`config.mk`:
```
export PLATFORM = sky130hd
export DESIGN_NAME = brlg_top
export DESIGN_NICKNAME = d
export VERILOG_FILES = /design/src/rtl/brlg_pkg.sv /design/src/rtl/brlg_decode.sv /design/src/rtl/brlg_top.sv
export SDC_FILE = /design/constraint.sdc
export NUM_CORES = 1
export LEC_CHECK = 0
export BUFFER_PORTS_ARGS = -buffer_cell sky130_fd_sc_hd__buf_2
export CORE_UTILIZATION = 34
export CTS_BUF_LIST = sky130_fd_sc_hd__clkbuf_4
export CTS_CLUSTER_SIZE = 16
export DETAILED_ROUTE_END_ITERATION = 8
export MAX_ROUTING_LAYER = met4
export SYNTH_ARGS = -nofsm -noshare
export SYNTH_HDL_FRONTEND = slang
export SYNTH_SLANG_ARGS = --single-unit
```
`constraint.sdc`:
```
create_clock -name CLK -period 1.9 [get_ports CLK]
set_input_delay 0.095 -clock CLK [delete_from_list [all_inputs] [get_ports CLK]]
set_output_delay 0.095 -clock CLK [all_outputs]
set_load 0.01 [all_outputs]
```
`src/rtl/brlg_pkg.sv`:
```
package brlg_pkg;
	localparam int          ADDR_W        = 8;
	// Register byte offsets
	localparam logic [7:0]  OFS_BRCTL     = 8'h00;
	localparam logic [7:0]  OFS_CMD       = 8'h04;
	localparam logic [7:0]  OFS_IOWIN     = 8'h08;
	localparam logic [7:0]  OFS_STAT      = 8'h0C;
	localparam logic [7:0]  OFS_CLR       = 8'h10;
	localparam logic [7:0]  OFS_IEN       = 8'h14;
	// Bridge control field positions
	localparam int          BC_PERR       = 0;
	localparam int          BC_SERR       = 1;
	localparam int          BC_ALIAS      = 2;
	localparam int          BC_VGA        = 3;
	// Command field positions
	localparam int          CM_IO         = 0;
	localparam int          CM_MEM        = 1;
	localparam int          CM_SERR       = 8;
	// Status field positions and reset values
	localparam int          ST_SERR       = 0;
	localparam int          ST_PERR       = 1;
	localparam logic [1:0]  STAT_RST      = 2'h0;
	localparam logic [15:0] IO_BASE_RST   = 16'hFFFF;
	localparam logic [15:0] IO_LIMIT_RST  = 16'h0000;
	// AXI responses
	localparam logic [1:0]  RESP_OKAY     = 2'h0;
	localparam logic [1:0]  RESP_DECERR   = 2'h3;
	// Legacy VGA ranges
	localparam logic [63:0] VGA_MEM_LO    = 64'h0000_0000_000A_0000;
	localparam logic [63:0] VGA_MEM_HI    = 64'h0000_0000_000B_FFFF;
	localparam logic [63:0] VGA_IOA_LO    = 64'h0000_0000_0000_03B0;
	localparam logic [63:0] VGA_IOA_HI    = 64'h0000_0000_0000_03BB;
	localparam logic [63:0] VGA_IOB_LO    = 64'h0000_0000_0000_03C0;
	localparam logic [63:0] VGA_IOB_HI    = 64'h0000_0000_0000_03DF;

	typedef struct packed {
		logic        valid;  // Request present
		logic        is_io;  // I/O space, else memory
		logic [63:0] addr;   // Byte address
	} brlg_req_type;

	typedef struct packed {
		logic        vga;       // vga_window_forward_en
		logic        alias_blk; // legacy_alias_block_en
		logic        serr_fwd;  // system_error_forward_en
		logic        perr_rep;  // parity_error_report_en
		logic        mem_en;    // Memory space enable
		logic        io_en;     // I/O space enable
		logic        serr_en;   // Command SERR enable
		logic [15:0] io_base;   // I/O window base
		logic [15:0] io_limit;  // I/O window limit
	} brlg_ctrl_type;

	// Inclusive range test
	function automatic logic brlg_in_span(input logic [63:0] a,
		input logic [63:0] lo, input logic [63:0] hi);
		return (a >= lo) && (a <= hi);
	endfunction : brlg_in_span
endpackage : brlg_pkg

```
`src/rtl/brlg_decode.sv`:
```
`timescale 1ns/10ps
module brlg_decode
	import brlg_pkg::*;
(
	input  wire brlg_pkg::brlg_ctrl_type ctrl,   // Live controls
	input  wire brlg_pkg::brlg_req_type  dn,     // Downstream request
	input  wire brlg_pkg::brlg_req_type  up,     // Upstream request
	output logic                         dn_fwd, // Forward to secondary
	output logic                         up_fwd  // Forward to primary
);
	logic        dn_low;
	logic        vga_io;
	logic        vga_mem_dn;
	logic        vga_mem_up;
	logic        in_win;
	logic        alias_hit;
	logic [63:0] io_alias;

	// Address classification
	always_comb begin
		dn_low     = (dn.addr[63:16] == 48'h0000_0000_0000);
		io_alias   = {54'h0, dn.addr[9:0]};
		vga_io     = dn_low && (brlg_in_span(io_alias, VGA_IOA_LO, VGA_IOA_HI)
			|| brlg_in_span(io_alias, VGA_IOB_LO, VGA_IOB_HI));
		vga_mem_dn = brlg_in_span(dn.addr, VGA_MEM_LO, VGA_MEM_HI);
		vga_mem_up = brlg_in_span(up.addr, VGA_MEM_LO, VGA_MEM_HI);
		in_win     = dn_low && brlg_in_span(dn.addr, {48'h0, ctrl.io_base},
			{48'h0, ctrl.io_limit});
		alias_hit  = ctrl.alias_blk && in_win && dn_low
			&& (dn.addr[9:8] != 2'h0);
	end

	// Forwarding decisions
	always_comb begin
		if (dn.is_io) begin
			dn_fwd = ctrl.io_en && ((ctrl.vga && vga_io)
				|| (in_win && !alias_hit));
		end else begin
			dn_fwd = ctrl.mem_en && ctrl.vga && vga_mem_dn;
		end
		up_fwd = !up.is_io && !ctrl.vga && vga_mem_up;
	end
endmodule : brlg_decode

```
`src/rtl/brlg_top.sv`:
```
`timescale 1ns/10ps
module brlg_top
	import brlg_pkg::*;
(
	input  wire logic                         CLK,           // Clock
	input  wire logic                         RST,           // Reset
	input  wire logic                         S_AXI_AWVALID, // Write addr
	output logic                              S_AXI_AWREADY, // Addr taken
	input  wire logic [brlg_pkg::ADDR_W-1:0]  S_AXI_AWADDR,  // Byte addr
	input  wire logic                         S_AXI_WVALID,  // Write data
	output logic                              S_AXI_WREADY,  // Data taken
	input  wire logic [31:0]                  S_AXI_WDATA,   // Data
	input  wire logic [3:0]                   S_AXI_WSTRB,   // Byte lanes
	output logic                              S_AXI_BVALID,  // Response
	input  wire logic                         S_AXI_BREADY,  // Resp taken
	output logic [1:0]                        S_AXI_BRESP,   // Resp code
	input  wire logic                         S_AXI_ARVALID, // Read addr
	output logic                              S_AXI_ARREADY, // Addr taken
	input  wire logic [brlg_pkg::ADDR_W-1:0]  S_AXI_ARADDR,  // Byte addr
	output logic                              S_AXI_RVALID,  // Read data
	input  wire logic                         S_AXI_RREADY,  // Data taken
	output logic [31:0]                       S_AXI_RDATA,   // Data
	output logic [1:0]                        S_AXI_RRESP,   // Resp code
	input  wire brlg_pkg::brlg_req_type       DN_REQ,        // From primary
	output logic                              DN_ACK,        // Decided
	output logic                              DN_FWD,        // Go secondary
	input  wire brlg_pkg::brlg_req_type       UP_REQ,        // From second.
	output logic                              UP_ACK,        // Decided
	output logic                              UP_FWD,        // Go primary
	input  wire logic                         SEC_SERR_N,    // Sec. SERR
	output logic                              MSG_SERR,      // Send message
	input  wire logic [1:0]                   SEC_PERR,      // Par errors
	output logic                              PERR_REPORT,   // Report error
	input  wire logic [31:0]                  SEC_AD,        // Driven AD
	input  wire logic [3:0]                   SEC_CBE_N,     // Driven C/BE
	output logic                              SEC_PAR,       // Even parity
	output logic                              IRQ            // Interrupt
);
	typedef struct packed {
		brlg_ctrl_type     ctrl;     // Control registers
		logic              aw_got;   // Write address held
		logic              w_got;    // Write data held
		logic [ADDR_W-1:0] awaddr;   // Held write address
		logic [31:0]       wdata;    // Held write data
		logic [3:0]        wstrb;    // Held strobes
		logic              bvalid;   // Write response pending
		logic [1:0]        bresp;    // Write response code
		logic              rvalid;   // Read data pending
		logic [31:0]       rdata;    // Read data
		logic [1:0]        rresp;    // Read response code
		logic [1:0]        status;   // Sticky events
		logic [1:0]        irq_en;   // Event enables
		logic              serr_q;   // SERR seen last cycle
		logic              dn_ack;   // Downstream decided
		logic              dn_fwd;   // Downstream verdict
		logic              up_ack;   // Upstream decided
		logic              up_fwd;   // Upstream verdict
		logic              msg_serr; // Message pulse
		logic              perr_out; // Report pulse
		logic              par;      // Generated parity
	} brlg_state_type;

	brlg_state_type st;
	brlg_state_type next_st;
	logic           dec_dn_fwd;
	logic           dec_up_fwd;
	logic           aw_take;
	logic           w_take;
	logic           ar_take;
	logic           serr_now;
	logic [1:0]     ev;
	logic [31:0]    cur;
	logic [31:0]    upd;

	// Merge written byte lanes into an old value
	function automatic logic [31:0] brlg_merge(input logic [31:0] old,
		input logic [31:0] nw, input logic [3:0] strb);
		logic [31:0] res;
		res = old;
		for (int i = 0; i < 4; i++) begin
			if (strb[i]) begin
				res[i*8 +: 8] = nw[i*8 +: 8];
			end
		end
		return res;
	endfunction : brlg_merge

	// Register image at an offset
	function automatic logic [31:0] brlg_image(input brlg_state_type s,
		input logic [ADDR_W-1:0] a);
		logic [31:0] v;
		v = 32'h0000_0000;
		case (a)
			OFS_BRCTL: begin
				v[BC_VGA]   = s.ctrl.vga;
				v[BC_ALIAS] = s.ctrl.alias_blk;
				v[BC_SERR]  = s.ctrl.serr_fwd;
				v[BC_PERR]  = s.ctrl.perr_rep;
			end
			OFS_CMD: begin
				v[CM_IO]   = s.ctrl.io_en;
				v[CM_MEM]  = s.ctrl.mem_en;
				v[CM_SERR] = s.ctrl.serr_en;
			end
			OFS_IOWIN: v = {s.ctrl.io_limit, s.ctrl.io_base};
			OFS_STAT:  v[1:0] = s.status;
			OFS_IEN:   v[1:0] = s.irq_en;
			default:   v = 32'h0000_0000;
		endcase
		return v;
	endfunction : brlg_image

	// Known register offset
	function automatic logic brlg_mapped(input logic [ADDR_W-1:0] a);
		return (a == OFS_BRCTL) || (a == OFS_CMD) || (a == OFS_IOWIN)
			|| (a == OFS_STAT) || (a == OFS_CLR) || (a == OFS_IEN);
	endfunction : brlg_mapped

	brlg_decode u_decode (
		.ctrl   (st.ctrl),
		.dn     (DN_REQ),
		.up     (UP_REQ),
		.dn_fwd (dec_dn_fwd),
		.up_fwd (dec_up_fwd)
	);

	// Bus handshakes
	assign S_AXI_AWREADY = !st.aw_got && !st.bvalid;
	assign S_AXI_WREADY  = !st.w_got && !st.bvalid;
	assign S_AXI_ARREADY = !st.rvalid;
	assign aw_take       = S_AXI_AWVALID && S_AXI_AWREADY;
	assign w_take        = S_AXI_WVALID && S_AXI_WREADY;
	assign ar_take       = S_AXI_ARVALID && S_AXI_ARREADY;

	// Event detection
	assign serr_now = !SEC_SERR_N;
	assign ev[ST_SERR] = serr_now && !st.serr_q && st.ctrl.serr_fwd
		&& st.ctrl.serr_en;
	assign ev[ST_PERR] = st.ctrl.perr_rep && (SEC_PERR != 2'h0);

	// Next state
	always_comb begin
		next_st = st;
		cur     = 32'h0000_0000;
		upd     = 32'h0000_0000;
		if (aw_take) begin
			next_st.aw_got = 1'b1;
			next_st.awaddr = S_AXI_AWADDR;
		end
		if (w_take) begin
			next_st.w_got = 1'b1;
			next_st.wdata = S_AXI_WDATA;
			next_st.wstrb = S_AXI_WSTRB;
		end
		if (st.bvalid && S_AXI_BREADY) begin
			next_st.bvalid = 1'b0;
		end
		// Perform a write once address and data are both held
		if (st.aw_got && st.w_got) begin
			next_st.aw_got = 1'b0;
			next_st.w_got  = 1'b0;
			next_st.bvalid = 1'b1;
			next_st.bresp  = brlg_mapped(st.awaddr) ? RESP_OKAY : RESP_DECERR;
			cur = brlg_image(st, st.awaddr);
			upd = brlg_merge(cur, st.wdata, st.wstrb);
			case (st.awaddr)
				OFS_BRCTL: begin
					next_st.ctrl.vga       = upd[BC_VGA];
					next_st.ctrl.alias_blk = upd[BC_ALIAS];
					next_st.ctrl.serr_fwd  = upd[BC_SERR];
					next_st.ctrl.perr_rep  = upd[BC_PERR];
				end
				OFS_CMD: begin
					next_st.ctrl.io_en   = upd[CM_IO];
					next_st.ctrl.mem_en  = upd[CM_MEM];
					next_st.ctrl.serr_en = upd[CM_SERR];
				end
				OFS_IOWIN: begin
					next_st.ctrl.io_base  = upd[15:0];
					next_st.ctrl.io_limit = upd[31:16];
				end
				OFS_CLR: begin
					if (st.wstrb[0]) begin
						next_st.status = st.status & ~st.wdata[1:0];
					end
				end
				OFS_IEN:  next_st.irq_en = upd[1:0];
				default:  next_st.bresp = brlg_mapped(st.awaddr)
					? RESP_OKAY : RESP_DECERR;
			endcase
		end
		// Reads answer one cycle after the address is taken
		if (st.rvalid && S_AXI_RREADY) begin
			next_st.rvalid = 1'b0;
		end
		if (ar_take) begin
			next_st.rvalid = 1'b1;
			next_st.rdata  = brlg_image(st, S_AXI_ARADDR);
			next_st.rresp  = brlg_mapped(S_AXI_ARADDR) ? RESP_OKAY : RESP_DECERR;
		end
		// Sticky events, set wins over clear
		next_st.status   = next_st.status | ev;
		next_st.serr_q   = serr_now;
		next_st.msg_serr = ev[ST_SERR];
		next_st.perr_out = ev[ST_PERR];
		next_st.par      = ^{SEC_AD, SEC_CBE_N};
		// Forwarding verdicts
		next_st.dn_ack = DN_REQ.valid;
		next_st.up_ack = UP_REQ.valid;
		if (DN_REQ.valid) begin
			next_st.dn_fwd = dec_dn_fwd;
		end
		if (UP_REQ.valid) begin
			next_st.up_fwd = dec_up_fwd;
		end
	end

	// State register
	always_ff @(posedge CLK) begin
		if (RST) begin
			st <= '0;
			st.ctrl.io_base  <= IO_BASE_RST;
			st.ctrl.io_limit <= IO_LIMIT_RST;
			st.status        <= STAT_RST;
		end else begin
			st <= next_st;
		end
	end

	// Outputs
	assign S_AXI_BVALID = st.bvalid;
	assign S_AXI_BRESP  = st.bresp;
	assign S_AXI_RVALID = st.rvalid;
	assign S_AXI_RDATA  = st.rdata;
	assign S_AXI_RRESP  = st.rresp;
	assign DN_ACK       = st.dn_ack;
	assign DN_FWD       = st.dn_fwd;
	assign UP_ACK       = st.up_ack;
	assign UP_FWD       = st.up_fwd;
	assign MSG_SERR     = st.msg_serr;
	assign PERR_REPORT  = st.perr_out;
	assign SEC_PAR      = st.par;
	assign IRQ          = |(st.status & st.irq_en);

	// Checks
	vga_mem_fwd_a: assert property (@(posedge CLK) disable iff (RST)
		DN_REQ.valid && !DN_REQ.is_io && st.ctrl.vga && st.ctrl.mem_en
		&& DN_REQ.addr >= VGA_MEM_LO && DN_REQ.addr <= VGA_MEM_HI
		|=> DN_ACK && DN_FWD)
		else $error("VGA memory access not forwarded");
	vga_io_fwd_a: assert property (@(posedge CLK) disable iff (RST)
		DN_REQ.valid && DN_REQ.is_io && st.ctrl.vga && st.ctrl.io_en
		&& DN_REQ.addr[63:16] == 48'h0 && DN_REQ.addr[9:0] >= 10'h3C0
		&& DN_REQ.addr[9:0] <= 10'h3DF |=> DN_FWD)
		else $error("VGA I/O alias not forwarded");
	space_gate_a: assert property (@(posedge CLK) disable iff (RST)
		DN_REQ.valid && (DN_REQ.is_io ? !st.ctrl.io_en : !st.ctrl.mem_en)
		|=> !DN_FWD)
		else $error("Forwarded with space disabled");
	vga_up_fwd_a: assert property (@(posedge CLK) disable iff (RST)
		UP_REQ.valid && !UP_REQ.is_io && !st.ctrl.vga
		&& UP_REQ.addr >= VGA_MEM_LO && UP_REQ.addr <= VGA_MEM_HI
		|=> UP_ACK && UP_FWD)
		else $error("VGA memory not sent upstream");
	alias_block_a: assert property (@(posedge CLK) disable iff (RST)
		DN_REQ.valid && DN_REQ.is_io && st.ctrl.alias_blk && !st.ctrl.vga
		&& DN_REQ.addr[9:8] != 2'h0 |=> !DN_FWD)
		else $error("ISA alias forwarded");
	alias_scope_a: assert property (@(posedge CLK) disable iff (RST)
		DN_REQ.valid && DN_REQ.is_io && st.ctrl.io_en
		&& DN_REQ.addr[63:16] == 48'h0 && DN_REQ.addr[9:8] == 2'h0
		&& DN_REQ.addr[15:0] >= st.ctrl.io_base
		&& DN_REQ.addr[15:0] <= st.ctrl.io_limit |=> DN_FWD)
		else $error("Window access wrongly blocked");
	up_io_block_a: assert property (@(posedge CLK) disable iff (RST)
		UP_REQ.valid && UP_REQ.is_io |=> UP_ACK && !UP_FWD)
		else $error("I/O forwarded upstream");
	serr_msg_a: assert property (@(posedge CLK) disable iff (RST)
		MSG_SERR |-> $past(!SEC_SERR_N) && $past(st.ctrl.serr_fwd)
		&& $past(st.ctrl.serr_en) && $past(SEC_SERR_N, 2))
		else $error("System error message without cause");
	perr_ignore_a: assert property (@(posedge CLK) disable iff (RST)
		!st.ctrl.perr_rep |=> !PERR_REPORT)
		else $error("Parity error reported while off");
	par_gen_a: assert property (@(posedge CLK) disable iff (RST)
		1'b1 |=> SEC_PAR == $past(^{SEC_AD, SEC_CBE_N}))
		else $error("Parity not generated");
	perr_report_a: assert property (@(posedge CLK) disable iff (RST)
		st.ctrl.perr_rep && SEC_PERR != 2'h0 |=> PERR_REPORT
		##0 st.status[ST_PERR])
		else $error("Parity error not reported");
endmodule : brlg_top

```
# == Word-level counts from Yosys, hierarchy flattened ==
# Cells that the tools add are included.
# op_classes
bitwise_logic,4
multipliers,0
addsub,0
reduce_logical,68
n_eq_ne,14
shift,0
muxes,25
div_mod_pow,0
magnitude_cmp,10
# ops
cell,count
">= comparator 64 x 20 -> 1 bit, second input constant",2
"<= comparator 64 x 20 -> 1 bit, second input constant",2
>= comparator 64 x 16 -> 1 bit,1
<= comparator 64 x 16 -> 1 bit,1
zero test 48 bit,1
2-to-1 mux 23 bit,2
XOR reduction 36 bit,1
2-to-1 mux 35 bit,1
"== test 8 x 4 -> 1 bit, second input constant",4
"== test 8 x 5 -> 1 bit, second input constant",4
2-to-1 mux 8 bit,4
logical AND 1 bit,29
">= comparator 10 bit, second input constant",2
"<= comparator 10 bit, second input constant",2
"== test 8 x 3 -> 1 bit, second input constant",2
zero test 8 bit,2
logical OR 1 bit,12
2-to-1 mux 4 bit,3
AND reduction 3 bit,4
2-to-1 mux 2 bit,5
case mux 2 bit (5 select lines),1
zero test 1 bit,9
"inequality test 2 bit, second input constant",4
case mux 2 bit (2 select lines),2
other kinds (10),21
# word_totals
romBits,0
memories,0
output_inout_bits,49
wordCells,153
ff_bits,135
inputBits,230
ramBits,0
latch_bits,0

# == Longest topological paths before layout ==
# Gate-level depths: netlist (run 1).
# logic_depth
ltp_word,11
mapped_depth,9
mapped_depth_nobuf,9

# == Cells and area by module ==
# A second synthesis (run 1) with hierarchy kept.
# hier_totals
hier_cells,825
hier_area_um2,6722.7
# by_module_without_submodules
mod,area_each_um2,cells_per_inst,n_inst,seq_area_each_um2
brlg_top,5661.7,673,1,2662.6
brlg_decode,1061.0,152,1,0.0

# == Least setup slack after synthesis (run 1) ==
# OpenSTA, ideal clock, no wires.
# synth_timing
path_type,register -> register
from,register st[87] (netlist name)
to,register st[11] (netlist name)
path_stages_with_launch,7
setup_ns,0.116
n_path_buf,0
required_time_ns,1.784
synth_period_minus_slack_ns,1.823
setup_slack_ns,0.077
arrival_time_ns,1.708
cell_sequence,dfxtp_1 > or4_4 > nor3_4 > nand2_2 > nor4b_2 > nand2_1 > a31o_1
# synth_via
elab_chain_cells,4
# synth_rtl
item,line,source
from (decl),brlg_top.sv:63,brlg_state_type st;
from (signal assigned),brlg_top.sv:226,st <= next_st;
== test 8 x 5 -> 1 bit,brlg_top.sv:166,case (st.awaddr)
2-to-1 mux 2 bit,brlg_top.sv:166,
2-to-1 mux 4 bit,brlg_top.sv:159,if (st.aw_got && st.w_got) begin
OR 2 bit,brlg_top.sv:202,next_st.status = next_st.status | ev;
# Every way passes these cells.
# A chain may end at the register's enable or synchronous reset.

# == Worst setup path after layout (run 1) ==
# layout_timing
from,register st[93] (netlist name)
to,register st[101] (netlist name)
# layout_via
elab_chain_cells,3
# layout_rtl
item,line
== test 8 x 4 -> 1 bit (*),"brlg_top.sv:93, brlg_top.sv:166"
inequality test 2 bit (no line),-
AND reduction 3 bit (no line) (*),-
# Mark *: on every way between the ends. The rest lies on a longest branch, timed or not.

==> impl_metrics.sql, run 1 <==
INSERT INTO impl_metrics (metric_group, metric, value, unit) VALUES
('power_and_ir_drop', 'power_frac_clock', '0.332', ''),
('timing', 'rsz0062_at_grt', 'yes', ''),
('logic_synthesis', 'synth_top_cell_by_area', 'sky130_fd_sc_hd__dfxtp_1', ''),
('cts', 'cts.sink_count', '133', ''),
('layout', 'fraction_of_layout_cells_with_a_size_suffix_above_1', '0.3176', ''),
('timing', 'maxClockFrequency', '510.0', 'MHz'),
('floorplan', 'top_level_ports', '279', ''),
('logic_synthesis', 'synth_edf_count', '0', ''),
('power_and_ir_drop', 'leakagePower', '4.324', 'nW'),
('layout', 'num-fill-cells', '2009', ''),
('power_and_ir_drop', 'sequentialPowerShare', '0.477', ''),
('layout', 'fin_cells', '1456', ''),
('logic_synthesis', 'synth_top_cell_area_share', '0.3963', ''),
('power_and_ir_drop', 'combinationalPowerShare', '0.191', ''),
('logic_synthesis', 'synthesis.nets', '1112', ''),
('routing', 'drtIter0Drc', '349', ''),
('routing', 'ant_nets', '0', ''),
('layout', 'post-route-util', '0.4972', ''),
('power_and_ir_drop', 'total_switching_power', '1.679', 'mW'),
('timing', 'finalWorstSetupSlack', '-0.06072', 'ns'),
('timing', 'max-slew-margin-rel', '0.5492', ''),
('setup_path', 'worstPathCellList', 'or4_4 -> nor3_4 -> and2_4 -> buf_12 -> buf_8 -> nand3_1 -> a21oi_1', ''),
('timing', 'hold_violations', '0', ''),
('cts', 'insertion_delay', '0.54', 'ns'),
('placement', 'placedInstanceArea', '8190', 'sq um'),
('floorplan', 'start_util', '0.3464', ''),
('run_status', 'outcome', 'finished, violations left', ''),
('setup_path', 'required_time_reported_for_the_critical_path_endpoint', '2.37', 'ns'),
('min_path', 'min_path_type', 'input pin to flip-flop', ''),
('setup_path', 'crit_path_leading_delay_family', 'simple AND/OR/NAND/NOR gates', ''),
('power_and_ir_drop', 'worst_ir_drop_vdd', '380.4', 'uV'),
('global_route', 'number_of_antenna_violations_at_the_first_check_in_global_routing', '1', ''),
('routing', 'detail_route.vias_per_cell', '4.783', ''),
('logic_synthesis', 'ys.warnings.count', '0', ''),
('setup_path', 'arrival', '2.43', 'ns'),
('setup_path', 'cp_num_buf_inv', '2', ''),
('floorplan', 'die_area', '20330', 'sq um'),
('logic_synthesis', 'ys.flop_type', 'sky130_fd_sc_hd__dfxtp_1', ''),
('setup_path', 'critical-path-max-stage-delay', '0.57', 'ns'),
('timing', 'timing_worst_slew_pin_value', '0.6700', 'ns'),
('timing', 'min_period_over_period', '1.032', ''),
('timing', 'final.min_clock_period', '1.961', 'ns'),
('floorplan', 'die_h', '142.6', 'um'),
('floorplan', 'placement_rows', '51', ''),
('global_route', 'grt_usage', '0.2193', ''),
('setup_path', 'worstSetupPathType', 'flip-flop to flip-flop', ''),
('logic_synthesis', 'async_reset_ff_frac', '0', ''),
('timing', 'setup_violations', '31', ''),
('placement', 'dpl_worst_slack', '-0.1041', 'ns'),
('layout', 'postLayoutCellArea', '9646', 'sq um'),
('floorplan', 'floorplan.core_area', '19400', 'sq um'),
('cts', 'clock_pin_slew_reported_for_the_worst_setup_and_hold_paths_after_clock_tree_synthesis', '0.12', 'ns'),
('layout', 'largest_register', 'st', ''),
('setup_path', 'critPathSlowestCell', 'sky130_fd_sc_hd__or4_4', ''),
('routing', 'post_route_drc_violation_count', '0', ''),
('timing', 'finalMaxSlewViolations', '0', ''),
('logic_synthesis', 'post_synth.cell_area_avg', '7.905', 'sq um'),
('routing', 'postRouteWirelength', '21700', 'um'),
('global_route', 'number_of_global_route_vias_before_repair', '6562', ''),
('cts', 'clockBufferDepth', '2', ''),
('logic_synthesis', 'seq_area_frac_synth', '0.3963', ''),
('setup_path', 'crit_path_end_kind', 'flip-flop', ''),
('layout', 'nNetsFinal', '1440', ''),
('cts', 'h-tree-depth', '4', ''),
('routing', 'route.vias.total', '6964', ''),
('placement', 'gp_routability_congestion', '0.8770', ''),
('timing', 'skew', '0.01808', 'ns'),
('layout', 'areaGrowthSynthToFinish', '43.56', '%'),
('logic_synthesis', 'synth.lib_cells_used.distinct', '50', ''),
('run_status', 'violated_checks', 'negative setup slack', ''),
('routing', 'number_of_detailed_route_iterations_in_the_first_pass', '6', '');
per-layer routing:
layer / up-vias / track usage / share of wire / wire [um]
met2: 200 / 0.3153 / 0.44 / 9510
met4: 0 / 0.05886 / 0.015 / 320
met3: 30 / 0.04475 / 0.059 / 1284
met1: 3196 / 0.3085 / 0.49 / 10590
met5: - / - / 0 / 0
li1: 3538 / - / - / -
layout make-up:
| class | count | area [sq um] | share of cell area |
|---|---|---|---|
| flip-flops and latches | 133 | 2666 | 0.2764 |
| clock buffers | 19 | 142.6 | 0.01479 |
| inverters | 35 | 131.4 | 0.01362 |
| well taps | 265 | 331.6 | 0.03438 |
| multi-input cells | 603 | 3608 | 0.3741 |
| clock inverters | 12 | 161.4 | 0.01673 |
| repair buffers | 388 | 2601 | 0.2697 |
| diodes | 1 | 2.502 | 0.0002594 |
final timing paths:
path                                 startpoint        endpoint  slack, ns  depth (start not counted)
worst min register to register            st[7]        MSG_SERR       0.44                          1
worst max-delay path                     st[93]         st[101]      -0.06                          7
worst min-delay path            S_AXI_ARADDR[3]  S_AXI_RDATA[2]       0.05                          4
worst max register to register           st[93]         st[101]      -0.06                          7
kinds of logic after synthesis:
family,synth area share
flops,0.3963
buf+inv,0.09162
simple gates,0.2508
mux,0.02439
compound gates,0.1317
xor+xnor,0.04562
fa+ha+maj,0.05959
power by group through the flow:
stage	sequential [mW]	combinational (mW)	clock, mW
floorplan	2.99	0.602	0
global placement	3.02	0.997	0
detailed placement	3.02	1.01	0
CTS	2.96	1.15	2.13
global route	2.98	1.31	2.24
finish	2.97	1.19	2.06
worst min-delay path, delay by kind of cell:
family / cells / cell delay, ns
buf+inv: 1 / 0.17
compound gates: 2 / 0.16
simple gates: 1 / 0.11
timing repair:
action                                 CTS  global route
setup endpoints to repair               40            47
resized for setup                        8            56
endpoints found under the hold margin   68             0
hold buffers                            87             0
buffers inserted                         2             2
pin swaps                                6            34
cloned                                   0             1
cell usage in the layout (no fill, tap or decap), types with 27 or more instances in the layout:
cell and count:
sky130_fd_sc_hd__xnor2_1 31, sky130_fd_sc_hd__ha_1 32, sky130_fd_sc_hd__nand3_1 71, sky130_fd_sc_hd__buf_2 260, sky130_fd_sc_hd__dlygate4sd3_1 87, sky130_fd_sc_hd__dfxtp_1 130, sky130_fd_sc_hd__inv_1 35, sky130_fd_sc_hd__a21oi_1 103
sky130_fd_sc_hd__buf_4 27, sky130_fd_sc_hd__nor2_1 33, sky130_fd_sc_hd__nand2_1 165
Yosys cell counts (3+ instances only):
cell type and number:
sky130_fd_sc_hd__a22oi_1 4, sky130_fd_sc_hd__and2_1 5, sky130_fd_sc_hd__nand4_1 9, sky130_fd_sc_hd__xor2_1 4, sky130_fd_sc_hd__ha_1 32, sky130_fd_sc_hd__nor3_1 7
sky130_fd_sc_hd__dfxtp_1 133, sky130_fd_sc_hd__nand2_1 181, sky130_fd_sc_hd__inv_1 35, sky130_fd_sc_hd__a21oi_1 107, sky130_fd_sc_hd__buf_4 39, sky130_fd_sc_hd__nor2b_1 7
sky130_fd_sc_hd__o21ai_0 16, sky130_fd_sc_hd__buf_2 3, sky130_fd_sc_hd__a211oi_1 5, sky130_fd_sc_hd__a21o_1 7, sky130_fd_sc_hd__nand2b_1 3, sky130_fd_sc_hd__clkbuf_1 28
sky130_fd_sc_hd__o211ai_1 4, sky130_fd_sc_hd__nor4b_1 3, sky130_fd_sc_hd__mux2i_1 13, sky130_fd_sc_hd__nand3_1 77, sky130_fd_sc_hd__nor2_1 34, sky130_fd_sc_hd__nor4_1 22
sky130_fd_sc_hd__buf_1 5, sky130_fd_sc_hd__xnor2_1 31, sky130_fd_sc_hd__mux2_2 3
per-stage QoR:
stage	setup TNS, ns	total power, mW	hold slack (ns)
detailed placement	-2.211	4.033	0.2715
global route	-3.554	6.536	0.02755
CTS	-0.09034	6.241	0.0007915
floorplan	0	3.597	0.1732
finish	-0.7768	6.221	0.04500
global placement	-1.532	4.019	0.2685
Note: power is estimated with default switching activity, not from simulation.
==> inputs of run 2 (changes only) <==
- CELL_PAD_IN_SITES_DETAIL_PLACEMENT: default -> 0
- CELL_PAD_IN_SITES_GLOBAL_PLACEMENT: default -> 1
- CORE_UTILIZATION: 34 -> 32
- PLACE_DENSITY_LB_ADDON: default -> 0.1
==> run 2 against run 1 <==
The flow still finishes with violations (negative setup slack); final cell count grew 2.1%; cell area grew 2.0%; utilization shrank 1.6 points.
==> impl_metrics.sql, run 2 (synthesized netlist as in run 1, its figures left out) <==
INSERT INTO impl_metrics (metric_group, metric, value, unit) VALUES
('routing', 'post_route_drc_violation_count', '0', ''),
('setup_path', 'crit_path_end_kind', 'flip-flop', ''),
('timing', 'skew', '0.01574', 'ns'),
('timing', 'hold_violations', '0', ''),
('timing', 'timing_worst_slew_pin_value', '0.4423', 'ns'),
('layout', 'most_used_cells_in_the_layout_excluding_fill_and_tap_cells', 'sky130_fd_sc_hd__buf_2 (260), sky130_fd_sc_hd__nand2_1 (175), sky130_fd_sc_hd__dfxtp_1 (130)', ''),
('timing', 'hold_ws', '0.06471', 'ns'),
('timing', 'finalMaxSlewViolations', '0', ''),
('power_and_ir_drop', 'design_power_total', '6.332', 'mW'),
('routing', 'drtIter0Drc', '376', ''),
('setup_path', 'timing.critical_path.from_type', 'flip-flop', ''),
('layout', 'largest_register', 'st', ''),
('layout', 'areaGrowthSynthToFinish', '46.44', '%'),
('placement', 'placedInstanceArea', '8334', 'sq um'),
('timing', 'min_period_over_period', '1.007', ''),
('timing', 'setup-tns-final', '-0.01964', 'ns'),
('cts', 'clock_tree.root_cell', 'sky130_fd_sc_hd__clkbuf_4', ''),
('cts', 'insertion_delay', '0.55', 'ns'),
('global_route', 'grt_first_pass_wirelength', '35360', 'um'),
('placement', 'gp_routability_congestion', '0.8032', ''),
('floorplan', 'top_level_ports', '279', ''),
('timing', 'final.min_clock_period', '1.913', 'ns'),
('global_route', 'number_of_global_route_vias_before_repair', '6761', ''),
('routing', 'detail_route.vias_per_cell', '4.664', ''),
('layout', 'postLayoutCellArea', '9839', 'sq um'),
('setup_path', 'cp_num_buf_inv', '1', ''),
('timing', 'maxClockFrequency', '522.7', 'MHz'),
('routing', 'route.detailed.wl_per_inst', '15.05', 'um'),
('timing', 'finalWorstSetupSlack', '-0.01312', 'ns'),
('timing', 'setup_violations', '2', ''),
('min_path', 'min_path_type', 'input pin to flip-flop', ''),
('floorplan', 'placement_rows', '52', ''),
('cts', 'cts-buffers-inserted', '17', ''),
('floorplan', 'start_util', '0.3289', ''),
('routing', 'ant_nets', '0', ''),
('global_route', 'maximum_number_of_pins_on_one_net_before_global_route_repair', '38', ''),
('cts', 'clock_pin_slew_reported_for_the_worst_setup_and_hold_paths_after_clock_tree_synthesis', '0.13', 'ns'),
('power_and_ir_drop', 'leakagePower', '4.513', 'nW'),
('setup_path', 'required_time_reported_for_the_critical_path_endpoint', '2.35', 'ns'),
('setup_path', 'critPathSlowestCell', 'sky130_fd_sc_hd__or4_4', ''),
('power_and_ir_drop', 'pwr_dens', '643.5', 'nW/um^2'),
('layout', 'nNetsFinal', '1465', ''),
('cts', 'h-tree-depth', '4', ''),
('setup_path', 'critical-path-max-stage-delay', '0.56', 'ns'),
('floorplan', 'floorplan.core_area', '20430', 'sq um'),
('placement', 'hpwl', '17240', 'um'),
('floorplan', 'die_area', '21580', 'sq um'),
('setup_path', 'crit_path_leading_delay_family', 'simple AND/OR/NAND/NOR gates', ''),
('layout', 'num-fill-cells', '2129', ''),
('global_route', 'number_of_antenna_violations_at_the_first_check_in_global_routing', '1', ''),
('routing', 'route.vias.total', '6935', ''),
('setup_path', 'worstPathMaxFanout', '3', ''),
('layout', 'largest_register_ffs', '90', ''),
('timing', 'max-slew-margin-rel', '0.7047', ''),
('layout', 'most_common_cell_after_layout_fill_and_taps_aside', 'sky130_fd_sc_hd__buf_2', ''),
('routing', 'postRouteWirelength', '22380', 'um'),
('placement', 'dpl_worst_slack', '-0.1051', 'ns'),
('setup_path', 'setup.reg_to_reg.worst_slack', '-0.01', 'ns'),
('cts', 'cts.sink_count', '133', ''),
('setup_path', 'worstSetupPathType', 'flip-flop to flip-flop', ''),
('setup_path', 'worstPathCellList', 'or4_4 -> nor3_4 -> buf_6 -> nand2_4 -> nor4b_4 -> nand2_1 -> a31o_1', ''),
('layout', 'fraction_of_layout_cells_with_a_size_suffix_above_1', '0.3215', ''),
('cts', 'clockBufferDepth', '2', ''),
('run_status', 'violated_checks', 'negative setup slack', ''),
('run_status', 'outcome', 'finished, violations left', ''),
('cts', 'cts_tree', 'built', ''),
('placement', 'numPortBuffers', '261', ''),
('floorplan', 'fp.dieW', '146.9', 'um'),
('routing', 'number_of_detailed_route_iterations_in_the_first_pass', '4', ''),
('run', 'maxCapViolations', '0', ''),
('floorplan', 'die_h', '146.9', 'um'),
('setup_path', 'arrival', '2.36', 'ns'),
('global_route', 'gr-total-overflow', '0', ''),
('timing', 'rsz0062_at_grt', 'yes', ''),
('power_and_ir_drop', 'worst_ir_drop_vdd', '390.3', 'uV'),
('global_route', 'grt_usage', '0.2147', '');
==> run 2: through the flow <==
step,utilization,instances
after detailed placement,0.4080,1357
final,0.4816,1487
after CTS,0.4712,1483
after floorplan,-,850
after global placement,0.4080,1357
after global routing,0.4816,1487
==> run 2: final cells by class <==
class	instances	area [sq um]	share of cell area
Clock buffer	17	127.6	0.01297
Inverter	35	131.4	0.01335
Antenna cell	1	2.502	0.0002543
Sequential cell	133	2666	0.2710
Timing Repair Buffer	413	2788	0.2833
Clock inverter	15	205.2	0.02085
Multi-Input combinational cell	603	3581	0.3639
Tap cell	270	337.8	0.03433
==> run 2: report_power, final <==
part | switching, mW | total, mW | internal, mW | leakage (nW)
sequential | 0.0719 | 2.96 | 2.88 | 1.08
clock | 1.13 | 2.18 | 1.05 | 0.169
combinational | 0.570 | 1.19 | 0.622 | 3.26
total | 1.77 | 6.33 | 4.56 | 4.51
==> run 2: worst register-to-register path: cells and delay by family (launching register included) <==
| kind | cells | cell delay (ns) |
|---|---|---|
| DFF | 1 | 0.34 |
| and+or+nand+nor | 5 | 1.13 |
| AOI/OAI and AO/OA | 1 | 0.21 |
| buffers and inverters | 1 | 0.14 |
==> run 2: path summary, 6_finish.rpt <==
kind | from | endpoint | cells after the start
max | st[87] | st[11] | 7
min | S_AXI_AWVALID | st[95] | 4
min reg2reg | st[7] | MSG_SERR | 1
max reg2reg | st[87] | st[11] | 7
==> run 2: what timing repair did <==
action,CTS,global route
buffers inserted,1,2
pin swaps,1,13
setup endpoints to repair,31,31
hold buffers,93,0
hold endpoints to repair,67,0
gates cloned,0,2
gates resized for setup,8,41
==> run 2: layer usage <==
metal | share of wire | vias up | track usage
met3 | 0.039 | 17 | 0.04161
met4 | 0.0099 | 0 | 0.04588
li1 | - | 3589 | -
met2 | 0.43 | 143 | 0.3111
met5 | 0 | - | -
met1 | 0.52 | 3186 | 0.3071
